File: src/hdl/ccasu_pkg.sv
// Package of operation codes and constants for the carry chain add/sub unit
package ccasu_pkg;
   localparam int unsigned WORD_W      = 16;
   localparam int unsigned MSB_POS     = 15;
   localparam int unsigned MSB_M1_POS  = 14;
   localparam logic        CARRY_RST   = 1'b0;
   localparam logic [15:0] WORD_RST    = 16'h0000;

   typedef enum logic [1:0] {
      CCASU_OP_ADD16 = 2'h0,
      CCASU_OP_SUB16 = 2'h1,
      CCASU_OP_ADD32 = 2'h2,
      CCASU_OP_NONE  = 2'h3
   } ccasu_op_t;
endpackage

File: src/hdl/ccasu_top.sv
// Carry chained signed add and subtract unit driven by an instruction sequencer
`timescale 1ns/1ps
module ccasu_top (
   input  wire logic                CLK,
   input  wire logic                RST_B,
   input  wire logic                EXEC,
   input  wire ccasu_pkg::ccasu_op_t OP_SEL,
   input  wire logic [15:0]         A_LO,
   input  wire logic [15:0]         A_HI,
   input  wire logic [15:0]         B_LO,
   input  wire logic [15:0]         B_HI,
   output logic      [15:0]         C_LO,
   output logic      [15:0]         C_HI,
   output logic                     C_HI_WE,
   output logic                     C_WE,
   output logic                     OVF,
   output logic                     CARRY_FLAG
);
   logic [15:0] c_lo_ff;
   logic [15:0] nxt_c_lo;
   logic [15:0] c_hi_ff;
   logic [15:0] nxt_c_hi;
   logic        c_we_ff;
   logic        nxt_c_we;
   logic        c_hi_we_ff;
   logic        nxt_c_hi_we;
   logic        ovf_ff;
   logic        nxt_ovf;
   logic        carry_flag_ff;
   logic        nxt_carry_flag;

   logic [15:0] lo_b;
   logic [15:0] lo_sum;
   logic        lo_cout;
   logic        lo_cmsb;
   logic [15:0] hi_sum;
   logic        hi_cout;
   logic        hi_cmsb;

   // Subtract is A plus not B plus not borrow-in; borrow is the inverted carry
   always_comb begin
      lo_b = (OP_SEL == ccasu_pkg::CCASU_OP_SUB16) ? ~B_LO : B_LO;
   end

   ccasu_word_add #(.W(ccasu_pkg::WORD_W)) u_lo (
      .a    (A_LO),
      .b    (lo_b),
      .cin  ((OP_SEL == ccasu_pkg::CCASU_OP_SUB16) ? ~carry_flag_ff : carry_flag_ff),
      .sum  (lo_sum),
      .cout (lo_cout),
      .cmsb (lo_cmsb)
   );

   // Upper word chained on the lower word carry
   ccasu_word_add #(.W(ccasu_pkg::WORD_W)) u_hi (
      .a    (A_HI),
      .b    (B_HI),
      .cin  (lo_cout),
      .sum  (hi_sum),
      .cout (hi_cout),
      .cmsb (hi_cmsb)
   );

   always_comb begin
      nxt_c_lo       = c_lo_ff;
      nxt_c_hi       = c_hi_ff;
      nxt_c_we       = 1'b0;
      nxt_c_hi_we    = 1'b0;
      nxt_ovf        = 1'b0;
      nxt_carry_flag = carry_flag_ff;
      if (EXEC) begin
         case (OP_SEL)
            ccasu_pkg::CCASU_OP_ADD16: begin
               nxt_c_lo       = lo_sum;
               nxt_c_we       = 1'b1;
               nxt_carry_flag = lo_cout;
               nxt_ovf        = lo_cout ^ lo_cmsb;
            end
            ccasu_pkg::CCASU_OP_SUB16: begin
               nxt_c_lo       = lo_sum;
               nxt_c_we       = 1'b1;
               nxt_carry_flag = ~lo_cout;
               nxt_ovf        = lo_cout ^ lo_cmsb;
            end
            ccasu_pkg::CCASU_OP_ADD32: begin
               nxt_c_lo       = lo_sum;
               nxt_c_hi       = hi_sum;
               nxt_c_we       = 1'b1;
               nxt_c_hi_we    = 1'b1;
               nxt_carry_flag = hi_cout;
               nxt_ovf        = hi_cout ^ hi_cmsb;
            end
            default: begin
               nxt_c_lo = c_lo_ff;
            end
         endcase
      end
   end

   always_ff @(posedge CLK) begin
      if (!RST_B) begin
         c_lo_ff       <= ccasu_pkg::WORD_RST;
         c_hi_ff       <= ccasu_pkg::WORD_RST;
         c_we_ff       <= 1'b0;
         c_hi_we_ff    <= 1'b0;
         ovf_ff        <= 1'b0;
         carry_flag_ff <= ccasu_pkg::CARRY_RST;
      end else begin
         c_lo_ff       <= nxt_c_lo;
         c_hi_ff       <= nxt_c_hi;
         c_we_ff       <= nxt_c_we;
         c_hi_we_ff    <= nxt_c_hi_we;
         ovf_ff        <= nxt_ovf;
         carry_flag_ff <= nxt_carry_flag;
      end
   end

   assign C_LO       = c_lo_ff;
   assign C_HI       = c_hi_ff;
   assign C_WE       = c_we_ff;
   assign C_HI_WE    = c_hi_we_ff;
   assign OVF        = ovf_ff;
   assign CARRY_FLAG = carry_flag_ff;

   // Reference arithmetic for checks
   logic signed [17:0] ref16;
   logic signed [33:0] ref32;
   always_comb begin
      ref16 = $signed({A_LO[15], A_LO[15], A_LO})
            + (OP_SEL == ccasu_pkg::CCASU_OP_SUB16
               ? -$signed({B_LO[15], B_LO[15], B_LO}) - $signed({17'h0_0000, carry_flag_ff})
               : $signed({B_LO[15], B_LO[15], B_LO}) + $signed({17'h0_0000, carry_flag_ff}));
      ref32 = $signed({A_HI[15], A_HI[15], A_HI, A_LO})
            + $signed({B_HI[15], B_HI[15], B_HI, B_LO})
            + $signed({33'h0_0000_0000, carry_flag_ff});
   end

   property p_idle;
      @(posedge CLK) disable iff (!RST_B)
      !EXEC |=> (!OVF && !C_WE && CARRY_FLAG == $past(CARRY_FLAG) && C_LO == $past(C_LO));
   endproperty
   a_idle: assert property (p_idle) else $error("Idle cycle changed state");

   property p_add16_sum;
      @(posedge CLK) disable iff (!RST_B)
      (EXEC && OP_SEL == ccasu_pkg::CCASU_OP_ADD16) |=> (C_LO == $past(ref16[15:0]) && C_WE);
   endproperty
   a_add16_sum: assert property (p_add16_sum) else $error("Add16 sum wrong");

   property p_add16_carry;
      @(posedge CLK) disable iff (!RST_B)
      (EXEC && OP_SEL == ccasu_pkg::CCASU_OP_ADD16)
         |=> CARRY_FLAG == $past(({1'b0, A_LO} + {1'b0, B_LO} + {16'h0000, carry_flag_ff}) > 17'h0_FFFF);
   endproperty
   a_add16_carry: assert property (p_add16_carry) else $error("Add16 carry wrong");

   property p_add16_ovf;
      @(posedge CLK) disable iff (!RST_B)
      (EXEC && OP_SEL != ccasu_pkg::CCASU_OP_ADD32 && OP_SEL != ccasu_pkg::CCASU_OP_NONE)
         |=> OVF == $past(ref16 > 18'sd32767 || ref16 < -18'sd32768);
   endproperty
   a_add16_ovf: assert property (p_add16_ovf) else $error("16-bit overflow wrong");

   property p_sub16_sum;
      @(posedge CLK) disable iff (!RST_B)
      (EXEC && OP_SEL == ccasu_pkg::CCASU_OP_SUB16) |=> C_LO == $past(ref16[15:0]);
   endproperty
   a_sub16_sum: assert property (p_sub16_sum) else $error("Sub16 difference wrong");

   property p_sub16_borrow;
      @(posedge CLK) disable iff (!RST_B)
      (EXEC && OP_SEL == ccasu_pkg::CCASU_OP_SUB16)
         |=> CARRY_FLAG == $past({1'b0, A_LO} < ({1'b0, B_LO} + {16'h0000, carry_flag_ff}));
   endproperty
   a_sub16_borrow: assert property (p_sub16_borrow) else $error("Sub16 borrow wrong");

   property p_add32;
      @(posedge CLK) disable iff (!RST_B)
      (EXEC && OP_SEL == ccasu_pkg::CCASU_OP_ADD32)
         |=> ({C_HI, C_LO} == $past(ref32[31:0]) && C_HI_WE
              && OVF == $past(ref32 > 34'sd2147483647 || ref32 < -34'sd2147483648));
   endproperty
   a_add32: assert property (p_add32) else $error("Add32 result or overflow wrong");

   property p_add32_carry;
      @(posedge CLK) disable iff (!RST_B)
      (EXEC && OP_SEL == ccasu_pkg::CCASU_OP_ADD32)
         |=> CARRY_FLAG == $past(({1'b0, A_HI, A_LO} + {1'b0, B_HI, B_LO}
                                 + {32'h0000_0000, carry_flag_ff}) > 33'h0_FFFF_FFFF);
   endproperty
   a_add32_carry: assert property (p_add32_carry) else $error("Add32 carry wrong");

   property p_sub16_ovf;
      @(posedge CLK) disable iff (!RST_B)
      (EXEC && OP_SEL == ccasu_pkg::CCASU_OP_SUB16)
         |=> OVF == $past(ref16 > 18'sd32767 || ref16 < -18'sd32768);
   endproperty
   a_sub16_ovf: assert property (p_sub16_ovf) else $error("Sub16 overflow wrong");

   property p_sub16_we;
      @(posedge CLK) disable iff (!RST_B)
      (EXEC && OP_SEL == ccasu_pkg::CCASU_OP_SUB16) |=> (C_WE && !C_HI_WE);
   endproperty
   a_sub16_we: assert property (p_sub16_we) else $error("Sub16 write pulse wrong");

   property p_hi_hold;
      @(posedge CLK) disable iff (!RST_B)
      (EXEC && OP_SEL != ccasu_pkg::CCASU_OP_ADD32) |=> (C_HI == $past(C_HI) && !C_HI_WE);
   endproperty
   a_hi_hold: assert property (p_hi_hold) else $error("High word changed by 16-bit op");

   property p_none_hold;
      @(posedge CLK) disable iff (!RST_B)
      (EXEC && OP_SEL == ccasu_pkg::CCASU_OP_NONE)
         |=> (!C_WE && !OVF && CARRY_FLAG == $past(CARRY_FLAG) && C_LO == $past(C_LO));
   endproperty
   a_none_hold: assert property (p_none_hold) else $error("No-op select changed state");

   property p_idle_hi;
      @(posedge CLK) disable iff (!RST_B)
      !EXEC |=> (!C_HI_WE && C_HI == $past(C_HI));
   endproperty
   a_idle_hi: assert property (p_idle_hi) else $error("Idle cycle changed high word");

   property p_add16_ovf_sign;
      @(posedge CLK) disable iff (!RST_B)
      (EXEC && OP_SEL == ccasu_pkg::CCASU_OP_ADD16)
         |=> OVF == $past((A_LO[15] == B_LO[15]) && (ref16[15] != A_LO[15]));
   endproperty
   a_add16_ovf_sign: assert property (p_add16_ovf_sign) else $error("Add16 overflow rule");

   property p_sub16_ovf_sign;
      @(posedge CLK) disable iff (!RST_B)
      (EXEC && OP_SEL == ccasu_pkg::CCASU_OP_SUB16)
         |=> OVF == $past((A_LO[15] != B_LO[15]) && (ref16[15] != A_LO[15]));
   endproperty
   a_sub16_ovf_sign: assert property (p_sub16_ovf_sign) else $error("Sub16 overflow rule");

   property p_add32_ovf_sign;
      @(posedge CLK) disable iff (!RST_B)
      (EXEC && OP_SEL == ccasu_pkg::CCASU_OP_ADD32)
         |=> OVF == $past((A_HI[15] == B_HI[15]) && (ref32[31] != A_HI[15]));
   endproperty
   a_add32_ovf_sign: assert property (p_add32_ovf_sign) else $error("Add32 overflow rule");

   property p_ovf_cause;
      @(posedge CLK) disable iff (!RST_B)
      OVF |-> $past(EXEC);
   endproperty
   a_ovf_cause: assert property (p_ovf_cause) else $error("Overflow without execution");

   property p_we_cause;
      @(posedge CLK) disable iff (!RST_B)
      C_WE |-> ($past(EXEC) && $past(OP_SEL) != ccasu_pkg::CCASU_OP_NONE);
   endproperty
   a_we_cause: assert property (p_we_cause) else $error("Write pulse without execution");

   property p_cf_cause;
      @(posedge CLK) disable iff (!RST_B)
      (CARRY_FLAG != $past(CARRY_FLAG)) |-> $past(EXEC);
   endproperty
   a_cf_cause: assert property (p_cf_cause) else $error("Carry flag changed while idle");

   property p_sub16_trunc;
      @(posedge CLK) disable iff (!RST_B)
      (EXEC && OP_SEL == ccasu_pkg::CCASU_OP_SUB16)
         |=> C_LO == $past(A_LO - B_LO - {15'h0000, carry_flag_ff});
   endproperty
   a_sub16_trunc: assert property (p_sub16_trunc) else $error("Sub16 not truncated");

   property p_add16_trunc;
      @(posedge CLK) disable iff (!RST_B)
      (EXEC && OP_SEL == ccasu_pkg::CCASU_OP_ADD16)
         |=> C_LO == $past(A_LO + B_LO + {15'h0000, carry_flag_ff});
   endproperty
   a_add16_trunc: assert property (p_add16_trunc) else $error("Add16 not truncated");

   property p_add32_lo;
      @(posedge CLK) disable iff (!RST_B)
      (EXEC && OP_SEL == ccasu_pkg::CCASU_OP_ADD32)
         |=> (C_LO == $past(A_LO + B_LO + {15'h0000, carry_flag_ff}) && C_WE);
   endproperty
   a_add32_lo: assert property (p_add32_lo) else $error("Add32 low word wrong");

   property p_reset_clear;
      @(posedge CLK)
      !RST_B |=> (!CARRY_FLAG && !OVF && !C_WE && !C_HI_WE);
   endproperty
   a_reset_clear: assert property (p_reset_clear) else $error("Reset did not clear outputs");
endmodule

File: src/hdl/ccasu_word_add.sv
// 16-bit adder slice giving sum, carry out of bit 15 and carry into bit 15
`timescale 1ns/1ps
module ccasu_word_add #(
   parameter int unsigned W = 16
) (
   input  wire logic [W-1:0] a,
   input  wire logic [W-1:0] b,
   input  wire logic         cin,
   output logic      [W-1:0] sum,
   output logic              cout,
   output logic              cmsb
);
   logic [W-2:0] low_sum;
   logic         low_c;

   always_comb begin
      {low_c, low_sum} = {1'b0, a[W-2:0]} + {1'b0, b[W-2:0]} + {{(W-1){1'b0}}, cin};
      {cout, sum[W-1]} = {1'b0, a[W-1]} + {1'b0, b[W-1]} + {1'b0, low_c};
      sum[W-2:0]       = low_sum;
      cmsb             = low_c;
   end
endmodule

File: config.mk
export PLATFORM = sky130hd
export DESIGN_NAME = ccasu_top
export DESIGN_NICKNAME = d
export VERILOG_FILES = /design/src/hdl/ccasu_pkg.sv /design/src/hdl/ccasu_top.sv /design/src/hdl/ccasu_word_add.sv
export SDC_FILE = /design/constraint.sdc
export NUM_CORES = 1
export LEC_CHECK = 0
export BUFFER_PORTS_ARGS = -buffer_cell sky130_fd_sc_hd__buf_2
export CAP_MARGIN = 20
export CORE_AREA = 2 2 78 80
export CTS_CLUSTER_SIZE = 25
export DETAILED_ROUTE_END_ITERATION = 8
export DIE_AREA = 0 0 80 82
export GPL_TIMING_DRIVEN = 0
export PLACE_DENSITY = 0.86
export SETUP_SLACK_MARGIN = 0.4
export SLEW_MARGIN = 20
export SYNTH_ARGS = -nofsm -noshare
export SYNTH_HDL_FRONTEND = slang
export SYNTH_SLANG_ARGS = --single-unit
File: constraint.sdc
create_clock -name CLK -period 20 [get_ports CLK]
set_input_delay 4 -clock CLK [delete_from_list [all_inputs] [get_ports CLK]]
set_output_delay 4 -clock CLK [all_outputs]
set_load 0.05 [all_outputs]
==> flow_metrics.env <==
export IMPL_status="finished clean"
export IMPL_multi_input_area_mm2=0.00215
export IMPL_finalSetupViolCount=0
export IMPL_layout_area_seq_um2=721
export IMPL_port_buffers=104
export IMPL_end_kind="flip-flop"
export IMPL_die_h_um=82
export IMPL_hold_buffers=0
export IMPL_cp_start_kind="input port"
export IMPL_fin_skew_ns=0.00527
export IMPL_grt_pass1_vias=2919
export IMPL_final_hold_viol_count=0
export IMPL_cp_num_buf_inv=5
export IMPL_routed_via_count=3231
export IMPL_nFillCells=519
export IMPL_cts_sinks=36
export IMPL_die_area_mm2=0.00656
export IMPL_routed_via_density=5.63
export IMPL_htreeDepth=2
export IMPL_finalNonFillerCells=574
export IMPL_cp_arrival_ns=10.07
export IMPL_first_iter_violations=186
export IMPL_max_slew_margin_rel=0.538
export IMPL_synth_top_area_cell="dfxtp_1"
export IMPL_power_uw=259
export IMPL_dp_cells=566
export IMPL_insertion_delay_ns=0.29
export IMPL_cts_repair_resized=0
export IMPL_rsz0062_at_grt="false"
export IMPL_ys_warn_count=0
export IMPL_seqPwrFrac=0.312
export IMPL_powerDensity_mw_per_mm2=68.8
export IMPL_synth_cell_type_count=48
export IMPL_crit_top_cell="fa_1"
export IMPL_ios=105
export IMPL_antenna_found_initial=0
export IMPL_gr_usage_all_layers=0.246
export IMPL_post_cts_buffers=0
export IMPL_critPathKind="input port to flip-flop"
export IMPL_syn_area_mm2=0.00303
export IMPL_drive_above_1_share=0.240
export IMPL_crit_path_max_fanout=10
export IMPL_ys_seq_area_frac=0.238
export IMPL_path_cells="buf_2 > inv_1 > ha_1 > clkbuf_1 > buf_2 > xnor2_1 > fa_1 > nand2b_1 > a21o_1 > a211oi_1 > o22ai_2 > fa_1 > fa_1 > nor2b_4 > o31a_1 > o211ai_2 > a32oi_2 > a31o_1 > inv_1 > fa_1 > or3_1 > a311oi_1 > a211o_1"
export IMPL_clkPwrFrac=0.275
export IMPL_clk_path_buf_depth=2
export IMPL_synth_cells=387
export IMPL_synthMostInstantiatedCell="a21oi_1"
export IMPL_drc=0
export IMPL_dp_hpwl_um=6260
export IMPL_syn_nets=494
export IMPL_syn_area_per_cell_um2=7.82
export IMPL_critPathSlowestCell="clkbuf_1"
export IMPL_holdWs_ns=0.458
export IMPL_synthArstFlopShare=0
export IMPL_cp_data_required_time_ns=20.23
export IMPL_wirelength_um=8040
export IMPL_area_growth_pct=24.5
export IMPL_p_sw_uw=98.7
export IMPL_synth_edff_count=0
export IMPL_gp_congestion=0.890
export IMPL_grt_max_degree=12
export IMPL_leakage_uw=0.00183
export IMPL_fin_setup_tns_ns=0
export IMPL_clk_pin_slew_ns=0.08
export IMPL_num_rows=28
export IMPL_numCtsBuffers=5
export IMPL_grt_ovfl_total=0
export IMPL_synth_ff_type="dfxtp_1"
export IMPL_ant_nets=0
export IMPL_netSwitchingFraction=0.381
export IMPL_drv_cap=0
export IMPL_worst_hold_path_type="flip-flop to flip-flop"
export IMPL_synth_seq_cells=36
export IMPL_finalCriticalPeriod_ns=9.83
export IMPL_worst_pin_slew_ns=0.692
export IMPL_nets=605
export IMPL_peakVddDrop_mv=0.0392
export IMPL_core_area_mm2=0.00575
export IMPL_grt_pass1_wl_um=12900
export IMPL_tritoncts="yes"
export IMPL_p_int_uw=161
export IMPL_ys_top_cells_by_count="38 x a21oi_1, 36 x dfxtp_1, 34 x nand2_1"
export IMPL_cts_root_buf="clkbuf_8"
export IMPL_critical_path_top_delay_family="compound AO/OA/AOI/OAI gates"
export IMPL_combPwrFrac=0.413
export IMPL_fmax_mhz=102
export IMPL_fp_dieW_um=80
export IMPL_num_antenna_cells=0
export IMPL_fin_crit_sh=0.492
export IMPL_post_drt_wl_per_cell_um=14.0
export IMPL_drv_slew=0
export IMPL_initial_core_util=0.527
export IMPL_netlist_area_leader_share=0.238
export IMPL_dr_pass1_iters=5
export IMPL_ys_top_cells_by_area="dfxtp_1 24%, ha_1 13%, a21oi_1 6.3%, nand2_1 4.2%, o21ai_0 4.1%"
export IMPL_slowest_delay_ns=0.53
[cell families after synthesis]
group           synth area share
simple gates               0.203
compound gates             0.265
xor+xnor                  0.0666
buf+inv                   0.0517
mux                      0.00331
fa+ha+maj                  0.172
flops                      0.238
[worst min-delay path: stages (launching register included)]
cell and delay [ns]:
dfxtp_1 0.31, nand2_1 0.05, a21oi_1 0.05
[registers in the layout (all words and copies together) (netlist names)]
register,flops
C_HI,16
C_LO,16
CARRY_FLAG,1
C_HI_WE,1
C_WE,1
OVF,1
[area by class of cell]
| type | instances | area share |
|---|---|---|
| plain buffers | 17 | 0.0176 |
| clock buffers | 7 | 0.0256 |
| clock inverters | 1 | 0.00797 |
| inverters | 24 | 0.0239 |
| multi-input cells | 310 | 0.571 |
| flip-flops and latches | 36 | 0.191 |
| well taps | 75 | 0.0249 |
| repair buffers | 104 | 0.138 |
[power groups by stage]
stage	combinational (µW)	clock, µW	sequential, µW
2_1_floorplan	58.4	0	102
3_3_place_gp	103	0	82.3
3_5_place_dp	106	0	82.4
4_1_cts	106	71.6	80.8
5_1_grt	118	74.8	81.3
6_report	107	71.3	80.9
[through the flow]
stage	setup slack (ns)	cell area, µm²	util
global route	9.74	3770	0.656
CTS	10.18	3770	0.656
detailed placement	9.90	3640	0.634
finish	10.17	3770	0.656
floorplan	10.82	3030	-
global placement	9.98	3640	0.634
[routing by layer]
layer,GRT usage,share of wire
met3,0.0363,0.060
met4,0.0678,0.016
met1,0.330,0.45
met2,0.413,0.47
met5,0,0
[final timing paths]
check	from	endpoint	slack, ns	cells past startpoint
setup / recovery	OP_SEL[1]	OVF$_SDFF_PN0_	10.17	23
hold / removal	C_HI[2]$_SDFFE_PN0P_	C_HI[2]$_SDFFE_PN0P_	0.46	2
setup reg to reg	CARRY_FLAG$_SDFFE_PN0P_	OVF$_SDFF_PN0_	14.87	18
hold reg to reg	C_HI[2]$_SDFFE_PN0P_	C_HI[2]$_SDFFE_PN0P_	0.46	2
[cell usage in the layout, fill, tap and decap left out, types with 4 or more instances in the layout]
cell / synthesis / routed
a31oi_1: 4 / 4
fa_1: 6 / 6
ha_1: 32 / 32
a21oi_1: 38 / 38
dfxtp_1: 36 / 36
nand2_1: 34 / 34
o21a_1: 10 / 10
nor2_1: 23 / 23
a21o_1: 8 / 8
o211ai_1: 9 / 9
nand3_1: 21 / 21
xor2_1: 14 / 14
and3_1: 9 / 9
o21ai_0: 25 / 25
inv_1: 24 / 24
buf_2: 2 / 106
a211o_1: 4 / 4
xnor2_1: 9 / 9
clkbuf_8: 0 / 7
clkbuf_1: 13 / 13
nor3_1: 11 / 11
a211oi_1: 7 / 7
or3_1: 6 / 6
nor2b_1: 4 / 4
Power figures use the tool's default switching activity.
